[config.mk]
export PLATFORM = sky130hd
export DESIGN_NAME = synth_pixel_gen
export DESIGN_NICKNAME = d
export VERILOG_FILES = /design/src/hw/pixel_fifo.v /design/src/hw/synth_pixel_gen.v
export VERILOG_INCLUDE_DIRS = /design/src /design/src/hw
export SDC_FILE = /design/constraint.sdc
export NUM_CORES = 2
export LEC_CHECK = 0
export BUFFER_PORTS_ARGS = -buffer_cell sky130_fd_sc_hd__buf_2
export CORE_UTILIZATION = 40
export DETAILED_ROUTE_END_ITERATION = 10
export PLACE_DENSITY_LB_ADDON = 0.05
export SETUP_SLACK_MARGIN = 0.3
export SYNTH_ARGS = -nofsm -noshare
export SYNTH_HDL_FRONTEND = slang
export SYNTH_SLANG_ARGS = --single-unit
[constraint.sdc]
create_clock -name i_clock -period 7.5 [get_ports i_clock]
set_clock_uncertainty 0.15 [all_clocks]
set_input_delay 1.5 -clock i_clock [delete_from_list [all_inputs] [get_ports i_clock]]
set_output_delay 1.5 -clock i_clock [all_outputs]
set_load 0.01 [all_outputs]
[src/hw/pixgen_defines.vh]
// Constants for the synthetic pixel generator: register indexes, field
// positions, reset values and timing units.
// Assumes a 50 MHz system clock; byte address of a register is 4 x index.
`ifndef PIXGEN_DEFINES_VH
`define PIXGEN_DEFINES_VH

`define PG_IDX_ROWS      12'h2d0
`define PG_IDX_COLS      12'h2d1
`define PG_IDX_SPACING   12'h2d2
`define PG_IDX_PPB       12'h2d3
`define PG_IDX_DELAY     12'h2d4
`define PG_IDX_INTEG     12'h2d5
`define PG_IDX_FOWLER    12'h2d6
`define PG_IDX_MASK      12'h2d7
`define PG_IDX_CTRL      12'h2fc
`define PG_IDX_STATUS    12'h2fd

`define PG_MODE_HI       15
`define PG_MODE_LO       13
`define PG_NOISE_BIT     15

`define PG_CTRL_RESET    16'h0000
`define PG_CFG16_RESET   16'h0000
`define PG_CFG8_RESET    8'h00
`define PG_LFSR_SEED     8'h01

`define PG_RESP_OKAY     2'b00
`define PG_RESP_SLVERR   2'b10

`define PG_CLK_MHZ       50
`define PG_SPACING_NS    100
`define PG_SPACING_CYC   ((`PG_SPACING_NS * `PG_CLK_MHZ) / 1000)
`define PG_DELAY_MS      1
`define PG_MS_CYC        (`PG_DELAY_MS * `PG_CLK_MHZ * 1000)

`define PG_FIFO_DEPTH    8
`define PG_PIX_WIDTH     16

`endif

[src/hw/pixel_fifo.v]
// Small flip-flop FIFO for the generated pixel words.
// Assumes one clock; both sides use valid/ready handshakes.
`timescale 1ns/1ns
`default_nettype none
module pixel_fifo #(
  parameter WIDTH = 16,
  parameter DEPTH = 8,
  parameter AW    = 3
) (
  input  wire             i_clock,
  input  wire             i_reset_n,
  input  wire             i_in_valid,
  output wire             o_in_ready,
  input  wire [WIDTH-1:0] i_in_data,
  output wire             o_out_valid,
  input  wire             i_out_ready,
  output wire [WIDTH-1:0] o_out_data,
  output wire [AW:0]      o_count
);
  reg [WIDTH-1:0] mem_q [0:DEPTH-1];
  reg [AW-1:0]    wr_q;
  reg [AW-1:0]    rd_q;
  reg [AW:0]      cnt_q;
  wire            push;
  wire            pop;

  assign o_in_ready  = (cnt_q != DEPTH[AW:0]);
  assign o_out_valid = (cnt_q != {(AW+1){1'b0}});
  assign o_out_data  = mem_q[rd_q];
  assign o_count     = cnt_q;
  assign push        = i_in_valid & o_in_ready;
  assign pop         = o_out_valid & i_out_ready;

  always @(posedge i_clock) begin
    if (push) begin
      mem_q[wr_q] <= i_in_data;
    end
  end

  always @(posedge i_clock) begin
    if (!i_reset_n) begin
      wr_q  <= {AW{1'b0}};
      rd_q  <= {AW{1'b0}};
      cnt_q <= {(AW+1){1'b0}};
    end else begin
      if (push) begin
        wr_q <= (wr_q == DEPTH[AW-1:0] - 1'b1) ? {AW{1'b0}} : wr_q + 1'b1;
      end
      if (pop) begin
        rd_q <= (rd_q == DEPTH[AW-1:0] - 1'b1) ? {AW{1'b0}} : rd_q + 1'b1;
      end
      if (push && !pop) begin
        cnt_q <= cnt_q + 1'b1;
      end else if (pop && !push) begin
        cnt_q <= cnt_q - 1'b1;
      end
    end
  end
endmodule // pixel_fifo
`default_nettype wire

[src/hw/synth_pixel_gen.v]
// Synthetic pixel generator with an AXI4-Lite register slave.
// Assumes start exposure is a one-cycle pulse and the slot bus inputs are
// synchronous to i_clock.
// Overview of operation
// - Mode field at control bits 15:13
// - Modes 0 and 4 idle; reset 0
// - Mode decodes kind; bit 2 selects noise
// - Frame modes start on start exposure
// - Rows times columns bursts, spaced 100 ns units
// - Each burst holds pixels-per-burst pixels
// - Word is channel id plus data byte
// - Visible: wait delay milliseconds before first burst
// - Infrared: sample frames, each after delay
// - Integration wait, then identical second readout
// - Replacement injects only in masked slots
// - Mask bit n is slot n; slot 0 never
// - Configuration registers at indexes 2D0 to 2D7
// - Own slot starts after previous slot ends
// - Replacement slot carries pixels-per-burst pixels
//
// Our own choice: the AXI4-Lite interface to the registers.
`timescale 1ns/1ns
`default_nettype none
`include "pixgen_defines.vh"
module synth_pixel_gen #(
  parameter MS_CYCLES = `PG_MS_CYC,
  parameter AW        = 16
) (
  input  wire          i_clock,
  input  wire          i_reset_n,
  input  wire [AW-1:0] i_s_axi_awaddr,
  input  wire          i_s_axi_awvalid,
  output wire          o_s_axi_awready,
  input  wire [31:0]   i_s_axi_wdata,
  input  wire [3:0]    i_s_axi_wstrb,
  input  wire          i_s_axi_wvalid,
  output wire          o_s_axi_wready,
  output wire [1:0]    o_s_axi_bresp,
  output wire          o_s_axi_bvalid,
  input  wire          i_s_axi_bready,
  input  wire [AW-1:0] i_s_axi_araddr,
  input  wire          i_s_axi_arvalid,
  output wire          o_s_axi_arready,
  output wire [31:0]   o_s_axi_rdata,
  output wire [1:0]    o_s_axi_rresp,
  output wire          o_s_axi_rvalid,
  input  wire          i_s_axi_rready,
  input  wire          i_start_exposure,
  input  wire          i_slot_busy,
  input  wire [2:0]    i_slot_priority,
  output wire          o_slot_active,
  output wire [2:0]    o_slot_priority,
  output wire          o_pix_valid,
  input  wire          i_pix_ready,
  output wire [15:0]   o_pix_data
);
  localparam S_IDLE  = 3'd0;
  localparam S_DELAY = 3'd1;
  localparam S_BURST = 3'd2;
  localparam S_GAP   = 3'd3;
  localparam S_INTEG = 3'd4;
  localparam S_SLOT  = 3'd5;

  localparam [31:0] GAP_CYC = `PG_SPACING_CYC;
  localparam [31:0] MS_CYC  = MS_CYCLES;

  function hit;
    input [AW-1:0] addr;
    input [11:0]   idx;
    begin
      hit = (addr[AW-1:2] == {{(AW-14){1'b0}}, idx});
    end
  endfunction

  function [15:0] merge16;
    input [15:0] old;
    input [31:0] wd;
    input [3:0]  st;
    begin
      merge16 = {st[1] ? wd[15:8] : old[15:8],
                 st[0] ? wd[7:0]  : old[7:0]};
    end
  endfunction

  // Next slot after prio is usable only if it does not wrap to 0
  function slot_ok;
    input [7:0] mask;
    input [2:0] prio;
    reg   [2:0] nxt;
    begin
      nxt     = prio + 3'd1;
      slot_ok = (nxt != 3'd0) && mask[nxt];
    end
  endfunction

  reg [15:0] rows_q;
  reg [15:0] cols_q;
  reg [7:0]  spacing_q;
  reg [7:0]  ppb_q;
  reg [7:0]  delay_q;
  reg [15:0] integ_q;
  reg [7:0]  fowler_q;
  reg [7:0]  mask_q;
  reg [15:0] ctrl_q;

  reg          aw_hold_q;
  reg [AW-1:0] awaddr_q;
  reg          w_hold_q;
  reg [31:0]   wdata_q;
  reg [3:0]    wstrb_q;
  reg          bvalid_q;
  reg [1:0]    bresp_q;
  reg          rvalid_q;
  reg [31:0]   rdata_q;
  reg [1:0]    rresp_q;
  reg [31:0]   rd_d;
  reg          rd_ok_d;
  reg          wr_ok;

  reg [2:0]  state_q;
  reg [31:0] burst_left_q;
  reg [7:0]  pix_cnt_q;
  reg [7:0]  frame_q;
  reg        phase_q;
  reg [7:0]  incr_q;
  reg [7:0]  lfsr_q;
  reg [2:0]  slot_q;
  reg [15:0] wait_q;
  reg [31:0] pre_q;
  reg        prev_busy_q;
  reg [2:0]  prev_prio_q;

  wire [2:0]  mode;
  wire        noise;
  wire        vis_mode;
  wire        ir_mode;
  wire        rep_mode;
  wire        gen_on;
  wire        slot_end;
  wire        burst_full;
  wire        last_burst;
  wire        push;
  wire        fifo_ready;
  wire [15:0] pix_word;
  wire [31:0] unit_len;
  wire        wait_done;
  wire [3:0]  fifo_count;
  wire        do_write;

  assign mode     = ctrl_q[`PG_MODE_HI:`PG_MODE_LO];
  assign noise    = ctrl_q[`PG_NOISE_BIT];
  assign gen_on   = (mode[1:0] != 2'b00);
  assign vis_mode = (mode[1:0] == 2'b01);
  assign ir_mode  = (mode[1:0] == 2'b10);
  assign rep_mode = (mode[1:0] == 2'b11);

  // Bus slave: address and data may arrive in either order
  assign o_s_axi_awready = ~aw_hold_q & ~bvalid_q;
  assign o_s_axi_wready  = ~w_hold_q & ~bvalid_q;
  assign o_s_axi_bvalid  = bvalid_q;
  assign o_s_axi_bresp   = bresp_q;
  assign o_s_axi_arready = ~rvalid_q;
  assign o_s_axi_rvalid  = rvalid_q;
  assign o_s_axi_rdata   = rdata_q;
  assign o_s_axi_rresp   = rresp_q;
  assign do_write        = aw_hold_q & w_hold_q & ~bvalid_q;

  always @* begin
    wr_ok = 1'b1;
    if (!(hit(awaddr_q, `PG_IDX_ROWS) || hit(awaddr_q, `PG_IDX_COLS) ||
          hit(awaddr_q, `PG_IDX_SPACING) || hit(awaddr_q, `PG_IDX_PPB) ||
          hit(awaddr_q, `PG_IDX_DELAY) || hit(awaddr_q, `PG_IDX_INTEG) ||
          hit(awaddr_q, `PG_IDX_FOWLER) || hit(awaddr_q, `PG_IDX_MASK) ||
          hit(awaddr_q, `PG_IDX_CTRL))) begin
      wr_ok = 1'b0;
    end
  end

  always @* begin
    rd_d    = 32'h0000_0000;
    rd_ok_d = 1'b1;
    if (hit(i_s_axi_araddr, `PG_IDX_ROWS)) begin
      rd_d = {16'h0000, rows_q};
    end else if (hit(i_s_axi_araddr, `PG_IDX_COLS)) begin
      rd_d = {16'h0000, cols_q};
    end else if (hit(i_s_axi_araddr, `PG_IDX_SPACING)) begin
      rd_d = {24'h000000, spacing_q};
    end else if (hit(i_s_axi_araddr, `PG_IDX_PPB)) begin
      rd_d = {24'h000000, ppb_q};
    end else if (hit(i_s_axi_araddr, `PG_IDX_DELAY)) begin
      rd_d = {24'h000000, delay_q};
    end else if (hit(i_s_axi_araddr, `PG_IDX_INTEG)) begin
      rd_d = {16'h0000, integ_q};
    end else if (hit(i_s_axi_araddr, `PG_IDX_FOWLER)) begin
      rd_d = {24'h000000, fowler_q};
    end else if (hit(i_s_axi_araddr, `PG_IDX_MASK)) begin
      rd_d = {24'h000000, mask_q};
    end else if (hit(i_s_axi_araddr, `PG_IDX_CTRL)) begin
      rd_d = {16'h0000, ctrl_q[15:13], 13'h0000};
    end else if (hit(i_s_axi_araddr, `PG_IDX_STATUS)) begin
      rd_d = {16'h0000, frame_q, fifo_count, phase_q, state_q};
    end else begin
      rd_ok_d = 1'b0;
    end
  end

  always @(posedge i_clock) begin
    if (!i_reset_n) begin
      aw_hold_q <= 1'b0;
      awaddr_q  <= {AW{1'b0}};
      w_hold_q  <= 1'b0;
      wdata_q   <= 32'h0000_0000;
      wstrb_q   <= 4'h0;
      bvalid_q  <= 1'b0;
      bresp_q   <= `PG_RESP_OKAY;
      rvalid_q  <= 1'b0;
      rdata_q   <= 32'h0000_0000;
      rresp_q   <= `PG_RESP_OKAY;
      rows_q    <= `PG_CFG16_RESET;
      cols_q    <= `PG_CFG16_RESET;
      spacing_q <= `PG_CFG8_RESET;
      ppb_q     <= `PG_CFG8_RESET;
      delay_q   <= `PG_CFG8_RESET;
      integ_q   <= `PG_CFG16_RESET;
      fowler_q  <= `PG_CFG8_RESET;
      mask_q    <= `PG_CFG8_RESET;
      ctrl_q    <= `PG_CTRL_RESET;
    end else begin
      if (i_s_axi_awvalid && o_s_axi_awready) begin
        aw_hold_q <= 1'b1;
        awaddr_q  <= i_s_axi_awaddr;
      end
      if (i_s_axi_wvalid && o_s_axi_wready) begin
        w_hold_q <= 1'b1;
        wdata_q  <= i_s_axi_wdata;
        wstrb_q  <= i_s_axi_wstrb;
      end
      if (do_write) begin
        aw_hold_q <= 1'b0;
        w_hold_q  <= 1'b0;
        bvalid_q  <= 1'b1;
        bresp_q   <= wr_ok ? `PG_RESP_OKAY : `PG_RESP_SLVERR;
        if (hit(awaddr_q, `PG_IDX_ROWS)) begin
          rows_q <= merge16(rows_q, wdata_q, wstrb_q);
        end
        if (hit(awaddr_q, `PG_IDX_COLS)) begin
          cols_q <= merge16(cols_q, wdata_q, wstrb_q);
        end
        if (hit(awaddr_q, `PG_IDX_SPACING) && wstrb_q[0]) begin
          spacing_q <= wdata_q[7:0];
        end
        if (hit(awaddr_q, `PG_IDX_PPB) && wstrb_q[0]) begin
          ppb_q <= wdata_q[7:0];
        end
        if (hit(awaddr_q, `PG_IDX_DELAY) && wstrb_q[0]) begin
          delay_q <= wdata_q[7:0];
        end
        if (hit(awaddr_q, `PG_IDX_INTEG)) begin
          integ_q <= merge16(integ_q, wdata_q, wstrb_q);
        end
        if (hit(awaddr_q, `PG_IDX_FOWLER) && wstrb_q[0]) begin
          fowler_q <= wdata_q[7:0];
        end
        if (hit(awaddr_q, `PG_IDX_MASK) && wstrb_q[0]) begin
          mask_q <= wdata_q[7:0];
        end
        if (hit(awaddr_q, `PG_IDX_CTRL)) begin
          ctrl_q <= merge16(ctrl_q, wdata_q, wstrb_q);
        end
      end else if (bvalid_q && i_s_axi_bready) begin
        bvalid_q <= 1'b0;
      end
      if (i_s_axi_arvalid && o_s_axi_arready) begin
        rvalid_q <= 1'b1;
        rdata_q  <= rd_d;
        rresp_q  <= rd_ok_d ? `PG_RESP_OKAY : `PG_RESP_SLVERR;
      end else if (rvalid_q && i_s_axi_rready) begin
        rvalid_q <= 1'b0;
      end
    end
  end

  // Generator datapath
  assign burst_full = (pix_cnt_q == ppb_q);
  assign last_burst = (burst_left_q == 32'd0) ||
                      (burst_full && burst_left_q == 32'd1);
  assign pix_word   = {pix_cnt_q, noise ? lfsr_q : incr_q};
  assign push       = ((state_q == S_BURST && burst_left_q != 32'd0) ||
                       state_q == S_SLOT) && !burst_full && fifo_ready;
  assign unit_len   = (state_q == S_GAP) ? GAP_CYC : MS_CYC;
  assign wait_done  = (wait_q == 16'h0000);
  assign slot_end   = prev_busy_q & ~i_slot_busy;
  assign o_slot_active   = (state_q == S_SLOT);
  assign o_slot_priority = slot_q;

  always @(posedge i_clock) begin
    if (!i_reset_n) begin
      state_q      <= S_IDLE;
      burst_left_q <= 32'd0;
      pix_cnt_q    <= 8'h00;
      frame_q      <= 8'h00;
      phase_q      <= 1'b0;
      incr_q       <= 8'h00;
      lfsr_q       <= `PG_LFSR_SEED;
      slot_q       <= 3'd0;
      wait_q       <= 16'h0000;
      pre_q        <= 32'd0;
      prev_busy_q  <= 1'b0;
      prev_prio_q  <= 3'd0;
    end else begin
      prev_busy_q <= i_slot_busy;
      if (i_slot_busy) begin
        prev_prio_q <= i_slot_priority;
      end
      if (push) begin
        pix_cnt_q <= pix_cnt_q + 8'h01;
        incr_q    <= incr_q + 8'h01;
        lfsr_q    <= {lfsr_q[6:0], lfsr_q[7] ^ lfsr_q[5] ^ lfsr_q[4] ^ lfsr_q[3]};
      end
      if (!wait_done) begin
        if (pre_q == unit_len - 32'd1) begin
          pre_q  <= 32'd0;
          wait_q <= wait_q - 16'h0001;
        end else begin
          pre_q <= pre_q + 32'd1;
        end
      end
      case (state_q)
        S_IDLE: begin
          if ((vis_mode || ir_mode) && i_start_exposure) begin
            phase_q <= 1'b0;
            frame_q <= 8'h00;
            wait_q  <= {8'h00, delay_q};
            pre_q   <= 32'd0;
            state_q <= S_DELAY;
          end else if (rep_mode && slot_end && slot_ok(mask_q, prev_prio_q)) begin
            slot_q    <= prev_prio_q + 3'd1;
            pix_cnt_q <= 8'h00;
            state_q   <= S_SLOT;
          end
        end
        S_DELAY: begin
          if (wait_done) begin
            burst_left_q <= rows_q * cols_q;
            pix_cnt_q    <= 8'h00;
            state_q      <= S_BURST;
          end
        end
        S_BURST: begin
          if (last_burst) begin
            burst_left_q <= 32'd0;
            if (ir_mode && ({1'b0, frame_q} + 9'd1 < {1'b0, fowler_q})) begin
              frame_q <= frame_q + 8'h01;
              wait_q  <= {8'h00, delay_q};
              pre_q   <= 32'd0;
              state_q <= S_DELAY;
            end else if (ir_mode && !phase_q) begin
              phase_q <= 1'b1;
              frame_q <= 8'h00;
              wait_q  <= integ_q;
              pre_q   <= 32'd0;
              state_q <= S_INTEG;
            end else begin
              state_q <= S_IDLE;
            end
          end else if (burst_full) begin
            burst_left_q <= burst_left_q - 32'd1;
            wait_q       <= {8'h00, spacing_q};
            pre_q        <= 32'd0;
            state_q      <= S_GAP;
          end
        end
        S_GAP: begin
          if (wait_done) begin
            pix_cnt_q <= 8'h00;
            state_q   <= S_BURST;
          end
        end
        S_INTEG: begin
          // Second readout starts with the same per-frame delay
          if (wait_done) begin
            wait_q  <= {8'h00, delay_q};
            pre_q   <= 32'd0;
            state_q <= S_DELAY;
          end
        end
        S_SLOT: begin
          if (burst_full) begin
            // Our own slot end may trigger the next masked slot directly
            if (slot_ok(mask_q, slot_q)) begin
              slot_q    <= slot_q + 3'd1;
              pix_cnt_q <= 8'h00;
            end else begin
              state_q <= S_IDLE;
            end
          end
        end
        default: begin
          state_q <= S_IDLE;
        end
      endcase
      // Clearing the mode aborts any run in progress
      if (!gen_on) begin
        state_q <= S_IDLE;
        wait_q  <= 16'h0000;
      end
    end
  end

  pixel_fifo #(
    .WIDTH (`PG_PIX_WIDTH),
    .DEPTH (`PG_FIFO_DEPTH),
    .AW    (3)
  ) u_fifo (
    .i_clock     (i_clock),
    .i_reset_n   (i_reset_n),
    .i_in_valid  (push),
    .o_in_ready  (fifo_ready),
    .i_in_data   (pix_word),
    .o_out_valid (o_pix_valid),
    .i_out_ready (i_pix_ready),
    .o_out_data  (o_pix_data),
    .o_count     (fifo_count)
  );
endmodule // synth_pixel_gen
`default_nettype wire

Yosys cells after proc, flatten, opt, wreduce, memory -nomap -nowiden:

Memory sizes are Yosys's and may differ from the RTL's. A register that Yosys moved wholly into a read port is not among the register bits.
Index checks and enable logic that the tools add are counted.

* flip-flop bits (word level): 303
* bits in writable memories: 128
* logic and storage cells: 287
* memories kept: 1
* output and inout bits: 62
* bits of input ports: 81

* bitwise logic cells: 16
* reductions and logical operators: 72
* multipliers: 1
* mux-type cells: 95
* $lt $le $gt $ge: 3
* eq/ne operators: 48
* add/subtract/negate cells: 14

Memories
* u_fifo.mem_q: depth 8, bits a word 16, read ports 1, clocked after memory_dff 1, wr ports 1, line pixel_fifo.v:20 `reg [WIDTH-1:0] mem_q [0:DEPTH-1];`

Operators by type and width (count)
* 32-bit 2-to-1 mux: 11
* 16-bit 2-to-1 mux: 19
* 14-bit by 10-bit equality test with 1-bit output, second input constant: 19
* 32-bit case mux with 3 select lines: 1
* 8-bit 2-to-1 mux: 11
* 32-bit case mux with 2 select lines: 1
* 3-bit 2-to-1 mux: 18
* 16-bit case mux with 3 select lines: 1
* 32-bit by 1-bit adder with 32-bit output, second input constant: 1
* 32-bit by 1-bit equality test with 1-bit output, second input constant: 1
* 32-bit equality test: 1
* 32-bit logical NOT: 1
* 16-bit by 16-bit multiplier with 32-bit output: 1
* 32-bit nonzero test: 1
* 32-bit by 1-bit subtractor with 32-bit output, second input constant: 1
* 8-bit by 1-bit adder with 8-bit output, second input constant: 3
* 8-bit case mux with 3 select lines: 1
* 3-bit AND reduction: 8
* 1-bit logical AND: 23
* 1-bit 2-to-1 mux: 22
* 16-bit by 1-bit subtractor with 17-bit output, second input constant: 1
* 16-bit logical NOT: 1
* 2-bit inequality test, second input constant: 8
* 8-bit case mux with 2 select lines: 1
* 37 further kinds: 93

Longest topological paths before layout:

* depth after elaboration: 12
* depth in mapped cells: 24
* gate-level depth less buffers: 22

Modules after synthesis:

From an unflattened synthesis, not the netlist that was laid out.

* cells, all modules: 2955
* area total of the unflattened synthesis: 27765.4 µm²

Modules (own cells, without submodules)
* synth_pixel_gen: sequential area each 5365.1 µm², area an instance 22171.3 µm², cells each 2695, instances 1
* pixel_fifo: sequential area each 4103.9 µm², area an instance 5594.1 µm², cells each 260, instances 1

Least setup slack after synthesis:

No wires, ideal clock.

* path type: reg2reg
* start: register rows_q[10]
* end: register burst_left_q[29]
* period minus slack after synthesis: 6.226 ns
* stages on the path, launching flop included: 23
* required time: 7.231 ns
* slack: 1.274 ns
* data arrival time: 5.957 ns
* path buffers: 3
* library setup time: 0.119 ns
* path through: dfxtp_1 clkbuf_1 clkbuf_1 nand2_1 fa_1 fa_1 fa_1 fa_1 inv_1 fa_1 inv_1 fa_1 inv_1 ha_1 clkbuf_1 nand3_1 nor3_1 a21oi_1 o21ai_0 o2111ai_1 nand4b_1 a31oi_1 o221a_2

* longest elaborated chain between the ends: 3

RTL lines
* start: declaration: line synth_pixel_gen.v:96 `reg [15:0] rows_q;`
* start signal: assignment: line synth_pixel_gen.v:219 `` rows_q <= `PG_CFG16_RESET; ``
* start signal: assignment: line synth_pixel_gen.v:244 `rows_q <= merge16(rows_q, wdata_q, wstrb_q);`
* 16-bit by 16-bit multiplier with 32-bit output: line synth_pixel_gen.v:344 `burst_left_q <= rows_q * cols_q;`
* 32-bit 2-to-1 mux: line synth_pixel_gen.v:343 `if (wait_done) begin`
* 32-bit case mux with 2 select lines: line synth_pixel_gen.v:328 `case (state_q)`
* end signal: assignment: line synth_pixel_gen.v:344
* end signal: assignment: line synth_pixel_gen.v:367 `burst_left_q <= burst_left_q - 32'd1;`
* end: declaration: line synth_pixel_gen.v:121 `reg [31:0] burst_left_q;`

Every way passes these cells. The select of a mux whose other input is x is not followed.
A chain may end at the register's enable or synchronous reset.

Worst setup path in the final report:

* start: register cols_q[1]
* end: register burst_left_q[29]

* longest elaborated chain between the ends: 3

RTL lines
* start: declaration: line synth_pixel_gen.v:97 `reg [15:0] cols_q;`
* start signal: assignment: line synth_pixel_gen.v:220 `` cols_q <= `PG_CFG16_RESET; ``
* start signal: assignment: line synth_pixel_gen.v:247 `cols_q <= merge16(cols_q, wdata_q, wstrb_q);`
* 16-bit by 16-bit multiplier with 32-bit output: line synth_pixel_gen.v:344
* 32-bit 2-to-1 mux: line synth_pixel_gen.v:343
* 32-bit case mux with 2 select lines: line synth_pixel_gen.v:328

Every way passes these cells. The select of a mux whose other input is x is not followed.

==> results by group <==
Logic synthesis
  – Post-Syn Area: about 28000 sq um
  – Top_reg_cell synth: dfxtp_1
  – Post-synth EDFFs: ~130
  – Synth Area in Compound Gates: 0.102
  – Mux contribution to synthesized area: 0.0795
  – Xor/xnor share of the synthesized area: 0.0325
  – #FFs+latches synth: 409
  – Mapped Avg Cell Area: around 9.5 sq um
  – Post-synthesis adder-cell area fraction: 0.202
  – Netlist cell types: 84
  – Main combinational cell family by area after synthesis: adder cells
  – Seq/Total Area, Yosys: 0.344
  – Fraction of the mapped netlist area in simple logic gates: 0.178
  – Asr flop ratio synth: 0
  – Yosys warnings: 0
  – Syn Inst Count: just under 3000

Die
  – # rows: 95
  – Die height: about 260 um
  – IO Pins: 143
  – Die width: about 260 um
  – Die area: around 70000 sq um
  – Core area: about 68000 sq um
  – Initial Util: 0.407

Worst setup path
  – Setup crit end kind: register
  – Critical-path top delay cell: dfxtp_1
  – Top Family by Delay on Critical Path: adder cells
  – CP bufs+invs: 4
  – Crit-path cells: nand2_1 > fa_1 > fa_1 > fa_1 > inv_1 > fa_1 > fa_1 > inv_1 > fa_1 > inv_1 > ha_1 > a21oi_1 > o221ai_1 > a21oi_1 > o21ai_0 > buf_4 > o2111ai_1 > nand4b_1 > a31oi_1 > o221a_2
  – Crit path kind: reg -> reg
  – Arrival time worst endpoint: between 7000 and 8000 ps
  – CP startpoint kind: register
  – Critical Path Fanout Max: 18
  – CP max stage delay: 830 ps
  – WP data required: slightly below 8000 ps
  – CP most frequent cell: fa_1

Place
  – Place WS: 815 ps
  – Post-DP HPWL: between 60000 and 70000 um
  – I/O Buffers: roughly 100
  – DP Area: between 20000 and 30000 sq um
  – Routability cong.: 0.878
  – Inst Count DP: roughly 3800

Timing
  – Final Hold Viols: 0
  – Min Clock Period, post-route: approximately 6600 ps
  – Worst-Margin Slew: ~1200 ps
  – Sum Neg Setup Slack: 0 ps
  – Worst setup margin: roughly 860 ps
  – # setup viols final: 0
  – Pins over their slew limit: 0
  – Final worst path period share: 0.885
  – Min Hold Slack: about 310 ps
  – Max Clk Rate: about 150 MHz
  – RSZ-0062 raised after global routing: no
  – Rel. slew slack: 0.171

Global route
  – First-pass GRT wire length: between 100000 and 150000 um
  – GR Overflow Total: 0
  – Global Route Usage Sum: 0.235
  – Vias in the first global route: between 20000 and 25000
  – Largest net degree at the start of global routing: between 100 and 150
  – Initial antenna violation count: 4

Worst hold path
  – Worst Hold Class: reg -> reg

Status
  – Run status: complete, no violations

Route
  – Post-DR vias/cell: 5.53
  – DRT Wirelength: slightly above 80000 um
  – Post-route DRC violation count: 0
  – DR WL/cell: 21.1 um
  – Detail Route Antenna Nets: 0
  – Vias: between 20000 and 25000
  – Initial DRC Count: 1480
  – 1st-pass router iterations: 5

Cells and area
  – Fin nets: 3354
  – Layout cell share with drive strength beyond 1: 0.114
  – # diodes: 0
  – Layout Cells excl Fill: between 3000 and 4000
  – P&R area growth vs syn: 10.6%
  – Final design area excluding fillers: 30400 sq um

Power and ir drop
  – Power density cells: roughly 160 nW/um^2
  – LEAKAGE: 12.3 nW
  – Max IR drop VDD: 0.168 mV

Clocking
  – # Post-CTS Setup Buffers: 0
  – Cts hold-fix bufs: 0
  – CTS clock-pin slew for the worst setup and hold paths: ~60 ps
  – Clock latency on the worst-skew pair: 580 ps
  – CTS root buf: clkbuf_16
  – CTS Sinks: ~410
  – Max clock buf depth: 3
  – Num CTS Buffers: 47
  – Post-CTS sizing: 0
  – H-tree depth: 2
  – CTS tree: built

Flow run
  – Max-Cap Viols: 0
## kinds of logic (layout without fill, tap and decap cells)
kind of cell | count (synthesis) | in the layout
AO/OA/AOI/OAI | 434 | 434
other | 1 | 18
buffers and inverters | 420 | 493
XOR/XNOR | 102 | 102
AND/OR/NAND/NOR | 1019 | 1019
flip-flops | 409 | 409
adder cells (fa/ha/maj) | 328 | 328
multiplexers | 170 | 170
## power by group
group	internal [mW]	leakage [nW]	switching (mW)
Clock	1.27	0.701	0.929
Sequential	2.30	3.46	0.0437
Combinational	0.157	8.16	0.200
## final cells by class
cell class / instances / area [sq um]
fill: 6507 / 37200
multi-input combinational: 2071 / 16500
sequential: 409 / 9470
clock buffer: 66 / 1340
tap: 873 / 1090
inverter: 258 / 973
timing repair buffer: 158 / 931
clock inverter: 11 / 100
## sequential cells by signal, indices dropped and copies added, names as in the netlist, 14 cells and up, named ones only
register	cells
burst_left_q	32
cols_q	16
pre_q	32
awaddr_q	14
o_s_axi_rdata	16
wdata_q	16
rows_q	16
u_fifo.mem_q	128
wait_q	16
integ_q	16
## layout by cell type, fill, tap and decap left out, types with 11 or more instances in the layout
cell       netlist  layout
nand2_1        336     336
dfxtp_1        281     280
nor2_1         259     259
inv_1          257     257
fa_1           195     195
ha_1           133     133
and2_1         129     129
a21oi_1        128     128
edfxtp_1       128     128
mux2i_1        106     106
buf_2            5     102
o21ai_0         97      97
buf_4           18      56
nand3_1         55      55
nor3_1          53      52
xor2_1          51      51
xnor2_1         51      51
clkbuf_16        0      48
mux4_2          36      36
a22oi_1         33      33
a31oi_1         31      30
mux2_2          28      28
nor4_1          27      27
nand4_1         27      27
and3_1          25      25
a211oi_1        19      19
conb_1           1      18
nand2b_1        17      17
nor2_2          16      16
a221oi_1        15      14
o21a_1          14      14
o211ai_1        11      11
## synthesized netlist by cell type (all sizes together) (5+ instances only)
| cell type | n | share of area |
|---|---|---|
| nand2 | 336 | 0.046 |
| dfxtp | 281 | 0.20 |
| nor2 | 275 | 0.039 |
| inv | 257 | 0.035 |
| fa | 195 | 0.14 |
| ha | 133 | 0.061 |
| and2 | 129 | 0.029 |
| a21oi | 128 | 0.023 |
| edfxtp | 128 | 0.14 |
| clkbuf | 117 | 0.016 |
| mux2i | 106 | 0.039 |
| o21ai | 99 | 0.018 |
| nor3 | 58 | 0.012 |
| nand3 | 55 | 0.010 |
| xnor2 | 51 | 0.016 |
| xor2 | 51 | 0.016 |
| buf | 45 | 0.0099 |
| mux4 | 36 | 0.029 |
| a22oi | 33 | 0.0090 |
| a31oi | 31 | 0.0071 |
| nor4 | 31 | 0.0086 |
| mux2 | 28 | 0.011 |
| nand4 | 27 | 0.0061 |
| and3 | 25 | 0.0057 |
| a211oi | 19 | 0.0052 |
| nand2b | 18 | 0.0044 |
| a221oi | 15 | 0.0048 |
| o21a | 14 | 0.0038 |
| nor2b | 11 | 0.0025 |
| o211ai | 11 | 0.0030 |
| or3 | 11 | 0.0027 |
| a21o | 10 | 0.0027 |
| and4 | 9 | 0.0029 |
| a22o | 8 | 0.0025 |
| a222oi | 7 | 0.0025 |
| nor3b | 7 | 0.0019 |
| o32ai | 7 | 0.0025 |
| or4 | 7 | 0.0020 |
| o22ai | 6 | 0.0014 |
| or2 | 6 | 0.0014 |
| a211o | 5 | 0.0016 |
## routing by layer
metal / share of wire / global-route usage
met1: 0.44 / 0.312
met2: 0.46 / 0.380
met3: 0.056 / 0.0405
met4: 0.040 / 0.0935
met5: 0.00016 / 0
## path summary, 6_finish.rpt
kind                              startpoint          endpoint  slack (ps)  cells after the start
worst min-delay path            awaddr_q[11]      awaddr_q[11]         310                      2
worst min register to register  awaddr_q[11]      awaddr_q[11]         310                      2
worst max-delay path               cols_q[1]  burst_left_q[29]         860                     20
worst max register to register     cols_q[1]  burst_left_q[29]         860                     20
## worst register-to-register path: cells and delay by family, from the launching register on
| family | cells | cell delay (ps) |
|---|---|---|
| and+or+nand+nor | 2 | 330 |
| adders and majority gates | 7 | 3410 |
| DFF | 1 | 830 |
| AOI/OAI and AO/OA | 7 | 1540 |
| buffers and inverters | 4 | 330 |
## metrics by stage
step | total power, mW | util
floorplan | 2.63 | -
global placement | 2.75 | 0.429
finish | 4.90 | 0.450
CTS | 4.97 | 0.450
detailed placement | 2.76 | 0.429
global route | 5.09 | 0.450
Power figures use the tool's default switching activity.
